**config.mk**
```make
export PLATFORM = sky130hd
export DESIGN_NAME = sosc_ctrl
export DESIGN_NICKNAME = d
export VERILOG_FILES = /design/src/rtl/sosc_pkg.sv /design/src/rtl/sosc_ctrl.sv
export VERILOG_INCLUDE_DIRS = /design/src /design/src/rtl
export SDC_FILE = /design/constraint.sdc
export NUM_CORES = 1
export LEC_CHECK = 0
export BUFFER_PORTS_ARGS = -buffer_cell sky130_fd_sc_hd__buf_2
export CORE_MARGIN = 4
export CORE_UTILIZATION = 45
export DETAILED_ROUTE_END_ITERATION = 10
export RECOVER_POWER = 50
export SYNTH_ARGS = -nofsm -noshare
export SYNTH_HDL_FRONTEND = slang
export SYNTH_SLANG_ARGS = --single-unit
```
**constraint.sdc**
```tcl
create_clock -name sys_clk -period 3.9 [get_ports sys_clk]
set_clock_uncertainty 0.1 [all_clocks]
set_input_delay 0.39 -clock sys_clk [delete_from_list [all_inputs] [get_ports sys_clk]]
set_output_delay 0.39 -clock sys_clk [all_outputs]
set_load 0.01 [all_outputs]
```
**src/rtl/sosc_map.svh**
```systemverilog
`ifndef SOSC_MAP_SVH
`define SOSC_MAP_SVH
`define SOSC_CLK_KHZ 40000
`define SOSC_ILK_MON_MS 200
`define SOSC_ILK_CLR_MS 1000
`define SOSC_SYNC_MS 500
`define SOSC_SWON_MS 100
`define SOSC_TMR_W 32
`endif

```
**src/rtl/sosc_pkg.sv**
```systemverilog
`include "sosc_map.svh"
package sosc_pkg;
  typedef enum logic [3:0] {
    ST_INIT = 4'h1,
    ST_DEEN = 4'h2,
    ST_ENER = 4'h4,
    ST_ERR = 4'h8
  } sosc_state_t;

  typedef struct packed {
    logic actA;
    logic actB;
  } sosc_pair_t;

  typedef struct packed {
    sosc_state_t st;
    sosc_pair_t out;
    logic ilk;
    logic startPrev;
    logic bothPrev;
    logic syncOk;
    logic ilkArm;
    logic ilkMon;
    logic [`SOSC_TMR_W-1:0] tmr;
    logic [`SOSC_TMR_W-1:0] syncCnt;
  } sosc_regs_t;
endpackage

```
**src/rtl/sosc_ctrl.sv**
```systemverilog
`timescale 1ns/1ps
`include "sosc_map.svh"
module sosc_ctrl import sosc_pkg::*; #(
  parameter int SWON_CYC = `SOSC_SWON_MS * `SOSC_CLK_KHZ,
  parameter int SYNC_CYC = `SOSC_SYNC_MS * `SOSC_CLK_KHZ,
  parameter int ILK_MON_CYC = `SOSC_ILK_MON_MS * `SOSC_CLK_KHZ,
  parameter int ILK_CLR_CYC = `SOSC_ILK_CLR_MS * `SOSC_CLK_KHZ
) (
  // clock and reset
  input wire logic sys_clk,
  input wire logic rst_n,
  // self-test and error detection
  input wire logic selfTestDone,
  input wire logic selfTestOk,
  input wire logic errorDetect,
  // decoded safety inputs and start
  input wire sosc_pair_t safeIn,
  input wire logic startIn,
  // configuration
  input wire logic syncEnable,
  input wire logic ilkEnable,
  // outputs
  output sosc_pair_t safeOut,
  output sosc_state_t opState,
  output logic ilkAlert
);
  localparam logic [`SOSC_TMR_W-1:0] TMAX = '1;
  localparam logic [`SOSC_TMR_W-1:0] SWON_LIM = `SOSC_TMR_W'(SWON_CYC - 1);
  localparam logic [`SOSC_TMR_W-1:0] SYNC_LIM = `SOSC_TMR_W'(SYNC_CYC);
  localparam logic [`SOSC_TMR_W-1:0] MON_LIM = `SOSC_TMR_W'(ILK_MON_CYC - 1);
  localparam logic [`SOSC_TMR_W-1:0] CLR_LIM = `SOSC_TMR_W'(ILK_CLR_CYC - 1);
  localparam sosc_regs_t RST = '{st: ST_INIT, default: '0};

  generate
    if (SWON_CYC < 1 || SYNC_CYC < 1 || ILK_MON_CYC < 1 || ILK_CLR_CYC < 1) begin : g_badParam
      $error("sosc_ctrl: all cycle counts must be at least one");
    end
  endgenerate

  sosc_regs_t q;
  sosc_regs_t d;
  logic both;
  logic none;
  logic one;
  logic startRise;
  logic mayEnergize;

  // activation means a level that permits energizing
  assign both = safeIn.actA & safeIn.actB;
  assign none = ~safeIn.actA & ~safeIn.actB;
  assign one = safeIn.actA ^ safeIn.actB;
  // an edge, not a level: a start held across a stop must not re-energize
  assign startRise = startIn & ~q.startPrev;

  always_comb begin
    d = q;
    d.startPrev = startIn;
    d.bothPrev = both;
    // time from first channel activation to second
    if (none) begin
      d.syncCnt = '0;
      d.syncOk = 1'h0;
    end else if (one) begin
      d.syncOk = 1'h0;
      if (q.syncCnt != TMAX) begin
        d.syncCnt = q.syncCnt + `SOSC_TMR_W'(1);
      end
    end else if (!q.bothPrev) begin
      d.syncOk = (q.syncCnt <= SYNC_LIM);
    end
    // interlock watch runs only in the run states
    if (!ilkEnable || q.st == ST_INIT || q.st == ST_ERR) begin
      d.ilk = 1'h0;
      d.ilkArm = 1'h0;
      d.ilkMon = 1'h0;
    end else if (q.ilk) begin
      // any activation restarts the off-time count
      if (!none) begin
        d.tmr = '0;
      end else if (q.tmr >= CLR_LIM) begin
        d.ilk = 1'h0;
        d.tmr = '0;
      end else begin
        d.tmr = q.tmr + `SOSC_TMR_W'(1);
      end
    end else if (q.ilkMon) begin
      if (none) begin
        d.ilkMon = 1'h0;
        d.tmr = '0;
      end else if (both || q.tmr >= MON_LIM) begin
        // re-activation before the second drops is an alert at once
        d.ilk = 1'h1;
        d.ilkMon = 1'h0;
        d.tmr = '0;
      end else begin
        d.tmr = q.tmr + `SOSC_TMR_W'(1);
      end
    end else if (q.ilkArm && one) begin
      d.ilkMon = 1'h1;
      d.ilkArm = 1'h0;
      d.tmr = '0;
    end else begin
      d.ilkArm = both;
    end
    // energize only from fresh start, stable pair, sync and no interlock
    mayEnergize = startRise && both && q.bothPrev
      && (!syncEnable || q.syncOk)
      && !(ilkEnable && (q.ilk || d.ilk));
    case (q.st)
      ST_INIT: begin
        if (q.tmr != TMAX) begin
          d.tmr = q.tmr + `SOSC_TMR_W'(1);
        end
        if (selfTestDone && !selfTestOk) begin
          d.st = ST_ERR;
        end else if (selfTestDone && q.tmr >= SWON_LIM) begin
          d.st = ST_DEEN;
          d.tmr = '0;
        end
      end
      ST_DEEN: begin
        if (mayEnergize) begin
          d.st = ST_ENER;
        end
      end
      ST_ENER: begin
        if (!both) begin
          d.st = ST_DEEN;
        end
      end
      ST_ERR: begin
        d.st = ST_ERR;
      end
      default: begin
        d.st = ST_ERR;
      end
    endcase
    if (errorDetect) begin
      d.st = ST_ERR;
    end
    // outputs follow the next state so they switch on the same edge
    d.out.actA = (d.st == ST_ENER);
    d.out.actB = (d.st == ST_ENER);
  end

  always_ff @(posedge sys_clk) begin
    if (!rst_n) begin
      q <= RST;
    end else begin
      q <= d;
    end
  end

  assign safeOut = q.out;
  assign opState = q.st;
  assign ilkAlert = q.ilk;

  property p_initOff;
    @(posedge sys_clk) disable iff (!rst_n) q.st == ST_INIT |-> !safeOut.actA && !safeOut.actB;
  endproperty
  a_initOff: assert property (p_initOff) else $error("outputs on during init");

  property p_initDone;
    @(posedge sys_clk) disable iff (!rst_n)
      q.st == ST_INIT && selfTestDone && selfTestOk && q.tmr >= SWON_LIM && !errorDetect
      |=> q.st == ST_DEEN && !safeOut.actA;
  endproperty
  a_initDone: assert property (p_initDone) else $error("init did not finish");

  property p_error;
    @(posedge sys_clk) disable iff (!rst_n) errorDetect |=> q.st == ST_ERR;
  endproperty
  a_error: assert property (p_error) else $error("error not entered");

  property p_errHold;
    @(posedge sys_clk) disable iff (!rst_n)
      q.st == ST_ERR |=> q.st == ST_ERR && !safeOut.actA && !safeOut.actB;
  endproperty
  a_errHold: assert property (p_errHold) else $error("error state left");

  property p_noStart;
    @(posedge sys_clk) disable iff (!rst_n)
      q.st == ST_DEEN && (!startIn || $past(startIn)) |=> q.st != ST_ENER;
  endproperty
  a_noStart: assert property (p_noStart) else $error("energized without fresh start");

  property p_notActive;
    @(posedge sys_clk) disable iff (!rst_n) q.st == ST_DEEN && !both |=> !safeOut.actA && !safeOut.actB;
  endproperty
  a_notActive: assert property (p_notActive) else $error("energized with inputs off");

  property p_energize;
    @(posedge sys_clk) disable iff (!rst_n)
      q.st == ST_DEEN && startRise && both && q.bothPrev && !syncEnable && !ilkEnable && !errorDetect
      |=> q.st == ST_ENER && safeOut.actA && safeOut.actB;
  endproperty
  a_energize: assert property (p_energize) else $error("outputs not switched on");

  property p_sync;
    @(posedge sys_clk) disable iff (!rst_n)
      q.st == ST_DEEN && syncEnable && !q.syncOk |=> q.st != ST_ENER;
  endproperty
  a_sync: assert property (p_sync) else $error("energized without sync");

  property p_drop;
    @(posedge sys_clk) disable iff (!rst_n)
      q.st == ST_ENER && !both |=> !safeOut.actA && !safeOut.actB && q.st != ST_ENER;
  endproperty
  a_drop: assert property (p_drop) else $error("outputs stayed on");

  property p_ilkBlock;
    @(posedge sys_clk) disable iff (!rst_n) ilkEnable && q.ilk && q.st == ST_DEEN |=> q.st != ST_ENER;
  endproperty
  a_ilkBlock: assert property (p_ilkBlock) else $error("energized under interlock");

  property p_ilkTimeout;
    @(posedge sys_clk) disable iff (!rst_n)
      ilkEnable && q.st == ST_DEEN && q.ilkMon && !q.ilk && one && q.tmr == MON_LIM ##1 !errorDetect
      |-> q.ilk;
  endproperty
  a_ilkTimeout: assert property (p_ilkTimeout) else $error("interlock alert missed");

  property p_ilkHold;
    @(posedge sys_clk) disable iff (!rst_n)
      ilkEnable && q.ilk && !none && q.st != ST_ERR && !errorDetect |=> q.ilk && q.tmr == '0;
  endproperty
  a_ilkHold: assert property (p_ilkHold) else $error("interlock cleared early");
endmodule

```
# Word-level counts from Yosys, hierarchy flattened
# Cells that the tools add are included.
# classes
addsub	2
order_cmp	4
eq_ne	7
muxes	27
bitwise	10
n_reduce_logical	22
# ops
operator	count
two-way mux 32 bit	9
two-way mux 33 bit	3
adder 32 x 1 -> 32 bit (second input constant)	2
inequality test 32 bit (second input constant)	2
greater-or-equal comparator 32 x 22 -> 1 bit (second input constant)	1
greater-or-equal comparator 32 x 23 -> 1 bit (second input constant)	1
greater-or-equal comparator 32 x 26 -> 1 bit (second input constant)	1
<= comparator 32 x 25 -> 1 bit (second input constant)	1
two-way mux 4 bit	5
case mux 4 bit (3 select lines)	1
two-way mux 1 bit	9
== test 4 x 3 -> 1 bit (second input constant)	2
logical AND 1 bit	8
inverter 1 bit	6
logical OR 1 bit	5
== test 4 x 1 -> 1 bit (second input constant)	1
== test 4 x 2 -> 1 bit (second input constant)	1
== test 4 bit (second input constant)	1
zero test 1 bit	4
AND reduction 2 bit	2
OR reduction 2 bit	2
AND 1 bit	3
OR reduction 3 bit	1
XOR 1 bit	1
# word_totals
ff_bits	75
input_bits	10

# Depth between registers and ports, before layout
# Gate-level depths: netlist of run 1.
# depth
depth_word	15
ltp_mapped	10
ltp_nobuf	9

# Worst setup path before layout of run 1
# No wires, ideal clock.
# synth_path
kind	register to register
from	reg q[32] (netlist bit)
to	reg q[51] (netlist bit)
arrival_ns	2.612
setup_slack_ns	1.051
path_stages_with_launch	10
path_cell_list	dfxtp_1 -> ha_1 -> nand3_1 -> or4_4 -> or4_4 -> a21oi_1 -> buf_4 -> a21oi_1 -> o21ai_0 -> a211oi_1
# synth_via
elab_chain_len	11
word_cells_on_any_way	18
cone_classes	add/sub: 1; order compare: 3; eq/ne: 1; mux: 11; reduce/logical: 2
# synth_rtl
element	line	text
start: declaration	sosc_ctrl.sv:40	sosc_regs_t q;
start signal: assignment	sosc_ctrl.sv:148	q <= RST;
start signal: assignment	sosc_ctrl.sv:150	q <= d;
greater-or-equal comparator 32 x 23 -> 1 bit	sosc_ctrl.sv:90	end else if (both || q.tmr >= MON_LIM) begin
logical OR 1 bit	sosc_ctrl.sv:90	
two-way mux 32 bit	sosc_ctrl.sv:90	
two-way mux 33 bit	sosc_ctrl.sv:87	if (none) begin
two-way mux 33 bit	sosc_ctrl.sv:86	end else if (q.ilkMon) begin
two-way mux 32 bit	sosc_ctrl.sv:76	end else if (q.ilk) begin
two-way mux 32 bit	sosc_ctrl.sv:72	if (!ilkEnable || q.st == ST_INIT || q.st == ST_ERR) begin
two-way mux 32 bit	sosc_ctrl.sv:111	if (q.tmr != TMAX) begin
two-way mux 32 bit	sosc_ctrl.sv:116	end else if (selfTestDone && q.tmr >= SWON_LIM) begin
two-way mux 32 bit	sosc_ctrl.sv:114	if (selfTestDone && !selfTestOk) begin
two-way mux 32 bit (*)	sosc_ctrl.sv:109	case (q.st)
# Mark *: on every way between the ends. The rest lies on a longest branch, timed or not.
# A chain may end at the register's enable or synchronous reset.

# Worst setup path after layout of run 1
# layout_path
from	reg q[32] (netlist bit)
to	reg q[47] (netlist bit)
# The elaborated chain is that of the path after synthesis.

==> impl_metrics.json, run 1 <==
{
  "outcome": "finished clean",
  "grt-ovfl-total": 0,
  "fin_hold_ws_ns": 0.1276,
  "finalHoldViolCount": 0,
  "ys_seq_area_share_pct": 33.66,
  "cts_buffer_depth": 2,
  "cts_tree": "done",
  "grt_usage_pct": 20.40,
  "syn_to_final_growth_pct": 6.452,
  "syn_nets": 610,
  "ant_nets": 0,
  "finalNetCount": 609,
  "synth_ff_type": "dfxtp_1",
  "seqPwrFrac_pct": 51.3,
  "ys_ff_latch": 75,
  "place_area_um2": 4584,
  "clk_latency_ns": 0.37,
  "switchingPower_w": 0.0004621,
  "drc": 0,
  "mostFrequentLayoutCells": "dfxtp_1, nor2_1, nand2_1",
  "dr.first_iter.drc_count": 333,
  "cts.sinks": 75,
  "mostFrequentLayoutCell": "dfxtp_1",
  "hold_class": "in2reg",
  "portBuffers": 16,
  "postCtsSetupBuffers": 0,
  "pwr_density_cell_nw_per_um2": 338.3,
  "p_sw_share_pct": 28.77,
  "die_w_um": 107.6,
  "crit_type": "reg2reg",
  "clock.fmax_ghz": 0.3029,
  "grt_pass1_wl_mm": 19.09,
  "power_frac_comb_pct": 10.5,
  "worst_setup_path_start_kind": "flip-flop",
  "maxSlewViolCount": 0,
  "vias_per_cell": 5.829,
  "setup_viol": 0,
  "yosysUniqueCellTypes": 58,
  "worst_pin_slew_ns": 1.199,
  "dp_hpwl_mm": 7.808,
  "num_vias": 4267,
  "cts_hold_buf": 0,
  "syn_area_per_cell_um2": 7.497,
  "floorplan.initialDensity_pct": 45.85,
  "drive_gt1_share_pct": 6.511,
  "arrival_ns": 3.47,
  "syn_area_um2": 4461,
  "die-area_um2": 11570,
  "fin_area_um2": 4748,
  "tns_ns": 0,
  "grt_max_degree": 34,
  "n_antenna_cell": 0,
  "io_pins": 17,
  "relSlewSlack_pct": 18.95,
  "drt-total-wl_mm": 11.26,
  "synth_edf_count": 0,
  "antenna_found_initial": 0,
  "ir_worst_vdd_mv": 0.1641,
  "gp_congestion": 0.8505,
  "critPathCaptureType": "flip-flop",
  "fin_util_pct": 48.80,
  "period_needed_ns": 3.302,
  "first_pass_iters": 5,
  "finalPower_w": 0.001606,
  "async_flop_share_pct": 0,
  "maxCapViolCount": 0,
  "die_h_um": 107.6,
  "period_share_pct": 84.67,
  "ys_warn_count": 0,
  "power_frac_clock_pct": 38.2,
  "worst_ep_required_time_ns": 4.07,
  "synthCells": 595,
  "grt_pass1_vias": 3881,
  "wire_per_inst_um": 15.38,
  "postCtsResizedCells": 0,
  "reg2reg_slack_ns": 0.60,
  "rsz0062_at_grt": "false",
  "numCtsBuffers": 9,
  "coreArea_um2": 9729,
  "p_leak_nw": 1.520,
  "intPower_w": 0.001144,
  "cts_root_buf": "clkbuf_8",
  "cts_max_level": 3,
  "crit_fanout": 20,
  "rows": 36,
  "clk_pin_slew_ns": 0.09
}
## worst max-delay path: stages (launching register included)
cell      delay, ns
dfxtp_1        0.41
ha_1           0.23
nand3_1        0.20
or4_1          0.66
or4_4          0.57
and2_4         0.27
nor2_4         0.32
o21ai_0        0.15
a221oi_1       0.28
## final timing paths
check | from | to | cells after the start
worst max-delay path | q[32] | q[47] | 8
worst min register to register | q[65] | q[64] | 2
worst max register to register | q[32] | q[47] | 8
worst min-delay path | errorDetect | opState[0] | 2
## synthesized netlist by cell type, drive strengths merged, types with 3 or more instances
library cell / number / area (um2)
and4: 4 / 35.03
nand3b: 6 / 45.04
nand2: 61 / 229.0
nor4: 6 / 43.79
o211ai: 3 / 22.52
dfxtp: 75 / 1501
or4: 3 / 30.03
mux2i: 4 / 40.04
nand4: 17 / 106.4
xor2: 23 / 201.4
o31ai: 4 / 30.03
inv: 14 / 52.55
nor2: 67 / 259.0
nand3: 37 / 185.2
o21ai: 36 / 180.2
and3: 13 / 81.33
buf: 15 / 106.3
a311oi: 4 / 35.03
and2: 8 / 52.55
ha: 5 / 62.56
o22ai: 5 / 31.28
nor3: 34 / 170.2
or3: 13 / 81.33
a211oi: 13 / 97.59
a221oi: 3 / 26.28
xnor2: 11 / 96.34
a21oi: 43 / 219.0
nand2b: 3 / 18.77
nor2b: 4 / 25.02
a2111oi: 4 / 35.03
a31oi: 6 / 37.54
or2: 3 / 18.77
nor4b: 3 / 32.53
nor3b: 6 / 45.04
a22oi: 3 / 22.52
clkbuf: 22 / 83.83
## registers in the layout (all words and copies together) (netlist names)
| register | count |
|---|---|
| ilkAlert | 1 |
| opState | 4 |
| q | 69 |
| safeOut | 1 |
## power by group through the flow
stage                     sequential, W  clock, W  combinational [W]
after floorplan                0.000816         0           0.000144
after CTS                      0.000822  0.000627           0.000169
after global routing           0.000829  0.000662           0.000189
final                          0.000824  0.000614           0.000168
after global placement         0.000839         0           0.000164
after detailed placement       0.000841         0           0.000168
## final cells by class
cell class,count,area (um2)
Clock buffer,10,127.6
Sequential cell,75,1501
Timing Repair Buffer,25,128.9
Tap cell,133,166.4
Fill cell,1007,4981
Multi-Input combinational cell,469,2706
Inverter,14,52.55
Clock inverter,6,65.06
## routing by layer
layer	vias up	global-route usage [%]	share of wire, %
met5	-	0	0
met4	0	8.206	1.6
met3	12	2.759	3.7
met2	81	30.51	43
met1	2024	29.48	51
li1	2150	-	-
## per-stage QoR
| stage | cells | setup WS, ns |
|---|---|---|
| 6_report | 732 | 0.5981 |
| 5_1_grt | 732 | 0.3578 |
| 3_3_place_gp | 716 | 0.7458 |
| 4_1_cts | 732 | 0.6877 |
| 3_5_place_dp | 716 | 0.7261 |
| 2_1_floorplan | 595 | 1.051 |
## logic make-up (layout without fill, tap and decap cells)
group	count (synthesis)	after routing	share of synthesized area, %
compound gates	134	134	18.40
xor+xnor	34	34	6.676
fa+ha+maj	5	5	1.403
buf+inv	51	55	5.442
flops	75	75	33.66
mux	4	4	0.8977
simple gates	292	292	33.52
No activity file was read; power rests on OpenSTA's default activity.
==> inputs of run 2 (changes only) <==
- clock period: 3.9 -> 3.4 ns (I/O delays scaled with it)
==> impl_metrics.json, run 2 (synthesis gave the netlist of run 1 again) <==
{
  "cts_root_buf": "clkbuf_8",
  "grt_usage_pct": 21.35,
  "period_needed_ns": 3.066,
  "worst_ep_required_time_ns": 3.56,
  "tns_ns": 0,
  "timing.final.ws_setup_ns": 0.3338,
  "crit_family": "simple AND/OR/NAND/NOR gates",
  "grt-ovfl-total": 0,
  "drc": 0,
  "wire_per_inst_um": 15.89,
  "maxCapViolCount": 0,
  "grt_max_degree": 21,
  "timing.rr.start": "q[32]",
  "finalNetCount": 618,
  "mostFrequentLayoutCell": "dfxtp_1",
  "fin_util_pct": 49.60,
  "critPathCaptureType": "flip-flop",
  "cts_tree": "done",
  "largest_reg_flops": 69,
  "die_w_um": 107.6,
  "cts_max_level": 3,
  "num_vias": 4363,
  "fin_hold_ws_ns": 0.08599,
  "stdcell_count": 740,
  "clk_latency_ns": 0.36,
  "ant_nets": 0,
  "drt-total-wl_mm": 11.76,
  "dp_slack_ns": 0.3939,
  "rows": 36,
  "crit_top_cell": "or4_4",
  "finalHoldViolCount": 0,
  "relSlewSlack_pct": 48.17,
  "worst_setup_path_start_kind": "flip-flop",
  "dp_hpwl_mm": 8.273,
  "setup_viol": 0,
  "die_h_um": 107.6,
  "first_pass_iters": 5,
  "worstHoldStart": "errorDetect",
  "vias_per_cell": 5.896,
  "dp_cells": 725,
  "syn_to_final_growth_pct": 8.191,
  "drive_gt1_share_pct": 8.072,
  "mostFrequentLayoutCells": "dfxtp_1, nor2_1, nand2_1",
  "regMostFlops": "q",
  "grt_pass1_vias": 3981,
  "clk_pin_slew_ns": 0.08,
  "crit_path_start": "q[32]",
  "coreArea_um2": 9729,
  "worstPathCellList": "ha_1 -> nand3_1 -> or4_4 -> or4_4 -> and2_4 -> nor2_4 -> o21ai_0 -> a221oi_1",
  "grt_pass1_wl_mm": 20.03,
  "pwr_density_cell_nw_per_um2": 382.8,
  "period_share_pct": 90.18,
  "arrival_ns": 3.22,
  "portBuffers": 16,
  "num-fill-cells": 997,
  "cp_slowest_cell": "or4_4",
  "path_buf_inv": 0,
  "ir_worst_vdd_mv": 0.1957,
  "hold_class": "in2reg",
  "clock.fmax_ghz": 0.3261,
  "critPathMaxStageDelay_ns": 0.56,
  "crit_fanout": 20,
  "antenna_found_initial": 0,
  "io_pins": 17,
  "maxSlewViolCount": 0,
  "n_antenna_cell": 0,
  "cts_hold_buf": 0,
  "numCtsBuffers": 9,
  "crit_type": "reg2reg",
  "postCtsResizedCells": 0,
  "worst_pin_slew_ns": 0.7746,
  "die-area_um2": 11570,
  "cts.sinks": 75,
  "dr.first_iter.drc_count": 269,
  "outcome": "finished clean",
  "gp_congestion": 0.8827,
  "postCtsSetupBuffers": 0,
  "floorplan.initialDensity_pct": 45.85,
  "rsz0062_at_grt": "false",
  "p_leak_nw": 1.566,
  "cts_buffer_depth": 2
}
[run 2: path summary, 6_finish.rpt]
kind	endpoint	slack, ns	cells after the start
worst max-delay path	q[47]	0.33	8
worst max register to register	q[47]	0.33	8
worst min register to register	q[64]	0.41	2
worst min-delay path	opState[0]	0.09	2
[run 2: area by class of cell]
| class | instances | area, um2 | share of cell area (%) |
|---|---|---|---|
| well taps | 133 | 166.4 | 3.448 |
| flip-flops and latches | 75 | 1501 | 31.11 |
| inverters | 14 | 52.55 | 1.089 |
| repair buffers | 34 | 196.4 | 4.071 |
| multi-input cells | 469 | 2716 | 56.29 |
| clock buffers | 11 | 141.4 | 2.930 |
| clock inverters | 4 | 51.30 | 1.063 |
[run 2: worst reg2reg max path, delay by kind of cell (launching register included)]
| family | cells | cell delay (ns) |
|---|---|---|
| AOI/OAI and AO/OA | 2 | 0.45 |
| adders and majority gates | 1 | 0.23 |
| DFF | 1 | 0.42 |
| and+or+nand+nor | 5 | 1.75 |
[run 2: metal layers]
metal  GRT usage [%]  vias to the layer above  wire (um)
li1                -                     2164          -
met1           31.30                     2086       5939
met2           31.84                       96       5111
met3           2.759                       17        506
met4           7.935                        0        200
met5               0                        -          0
[run 2: power breakdown]
group	switching (W)	internal (W)
registers	0.0000425	0.000901
logic	0.000127	0.0000790
clock network	0.000342	0.000355
[run 2: stage by stage]
stage | area, um2 | total power, W
2_1_floorplan | 4461 | 0.001102
4_1_cts | 4845 | 0.001867
3_5_place_dp | 4652 | 0.001167
6_report | 4826 | 0.001847
5_1_grt | 4826 | 0.001926
3_3_place_gp | 4652 | 0.001161
==> inputs of run 3 (changes only) <==
- REMOVE_ABC_BUFFERS: default -> 1
- SLEW_MARGIN: default -> 40
==> impl_metrics.json, run 3 (synthesis gave the netlist of run 1 again) <==
{
  "outcome": "finished clean",
  "num-fill-cells": 993,
  "arrival_ns": 3.29,
  "wire_per_inst_um": 15.76,
  "grt_max_degree": 34,
  "worstPathCellList": "ha_1 -> nand3_1 -> or4_1 -> or4_4 -> and2_4 -> nor2_4 -> buf_4 -> nor3_1 -> a211oi_1",
  "postCtsSetupBuffers": 0,
  "path_buf_inv": 1,
  "clock.fmax_ghz": 0.3202,
  "die_w_um": 107.6,
  "cts_tree": "done",
  "portBuffers": 16,
  "cts_hold_buf": 0,
  "fin_area_um2": 4855,
  "io_pins": 17,
  "drc": 0,
  "grtUsageMet1_pct": 26.53,
  "fin_util_pct": 49.90,
  "grt_usage_pct": 20.99,
  "period_needed_ns": 3.123,
  "rows": 36,
  "setup_viol": 0,
  "regMostFlops": "q",
  "stdcell_count": 742,
  "coreArea_um2": 9729,
  "worst_pin_slew_ns": 0.7154,
  "relSlewSlack_pct": 52.13,
  "cp_slowest_cell": "or4_1",
  "reg2reg_slack_ns": 0.28,
  "tns_ns": 0,
  "pwr_density_cell_nw_per_um2": 395.2,
  "grt.busiest_layer": "met2",
  "dr.first_iter.drc_count": 392,
  "numCtsBuffers": 9,
  "period_share_pct": 91.86,
  "num_vias": 4327,
  "cts_buffer_depth": 2,
  "grt_pass1_vias": 4116,
  "drive_gt1_share_pct": 8.539,
  "ir_worst_vdd_mv": 0.2625,
  "grt_pass1_wl_mm": 19.71,
  "mostFrequentLayoutCell": "dfxtp_1",
  "first_pass_iters": 5,
  "finalNetCount": 619,
  "critPathMaxStageDelay_ns": 0.60,
  "clk_pin_slew_ns": 0.09,
  "largest_reg_flops": 69,
  "maxSlewViolCount": 0,
  "ant_nets": 0,
  "dp_cells": 726,
  "syn_to_final_growth_pct": 8.836,
  "place_area_um2": 4659,
  "gp_congestion": 0.8977,
  "floorplan.initialDensity_pct": 45.85,
  "crit_type": "reg2reg",
  "clk_latency_ns": 0.37,
  "grt-ovfl-total": 0,
  "finalHoldViolCount": 0,
  "hold_class": "in2reg",
  "grtUsageMet3_pct": 4.019,
  "die_h_um": 107.6,
  "p_leak_nw": 1.587,
  "cts_root_buf": "clkbuf_8",
  "cts.sinks": 75,
  "mostFrequentLayoutCells": "dfxtp_1, nor2_1, nand2_1",
  "crit_family": "simple AND/OR/NAND/NOR gates",
  "rsz0062_at_grt": "false",
  "vias_per_cell": 5.832,
  "critPathCaptureType": "flip-flop",
  "antenna_found_initial": 0,
  "cts_max_level": 3,
  "worst_setup_path_start_kind": "flip-flop",
  "postCtsResizedCells": 0,
  "gr-usage-met2_pct": 35.83,
  "worst_ep_required_time_ns": 3.57,
  "n_antenna_cell": 0,
  "maxCapViolCount": 0,
  "drt-total-wl_mm": 11.70,
  "die-area_um2": 11570,
  "crit_fanout": 20,
  "dp_hpwl_mm": 8.462
}
[run 3: cell types whose count changed in the layout (fill, tap and decap cells not counted), sizes merged]
| cell | change |
|---|---|
| inv | +4 |
| clkbuf | -3 |
| buf | +2 |
| clkinvlp | -1 |
[run 3: final timing paths]
path                from    endpoint  cells past startpoint
min reg2reg        q[65]       q[64]                      2
min          errorDetect  opState[0]                      2
max                q[32]       q[43]                      9
max reg2reg        q[32]       q[43]                      9
[run 3: per-layer routing]
metal | vias to the layer above | share of wire [%]
met5 | - | 0
met4 | 0 | 1.8
met3 | 17 | 4.5
met2 | 107 | 47
met1 | 2038 | 46
li1 | 2165 | -
[run 3: power breakdown]
group | internal, W | switching (W)
Combinational | 0.0000804 | 0.000128
Clock | 0.000360 | 0.000404
Sequential | 0.000901 | 0.0000454
Total | 0.00134 | 0.000578
[run 3: through the flow]
stage | hold slack, ns | setup slack [ns] | total power (W)
after floorplan | 0.3059 | 0.2529 | 0.001081
after global placement | 0.3837 | 0.4695 | 0.001167
after detailed placement | 0.3809 | 0.3943 | 0.001172
after CTS | 0.07798 | 0.3492 | 0.001933
after global routing | 0.07922 | 0.09352 | 0.001992
final | 0.08597 | 0.2768 | 0.001919
[run 3: area by class of cell]
class	count	area, um2	share of cell area [%]
flip-flops and latches	75	1501	30.93
clock buffers	9	123.9	2.552
clock inverters	7	92.59	1.907
well taps	133	166.4	3.428
repair buffers	35	205.2	4.227
multi-input cells	469	2713	55.88
inverters	14	52.55	1.082
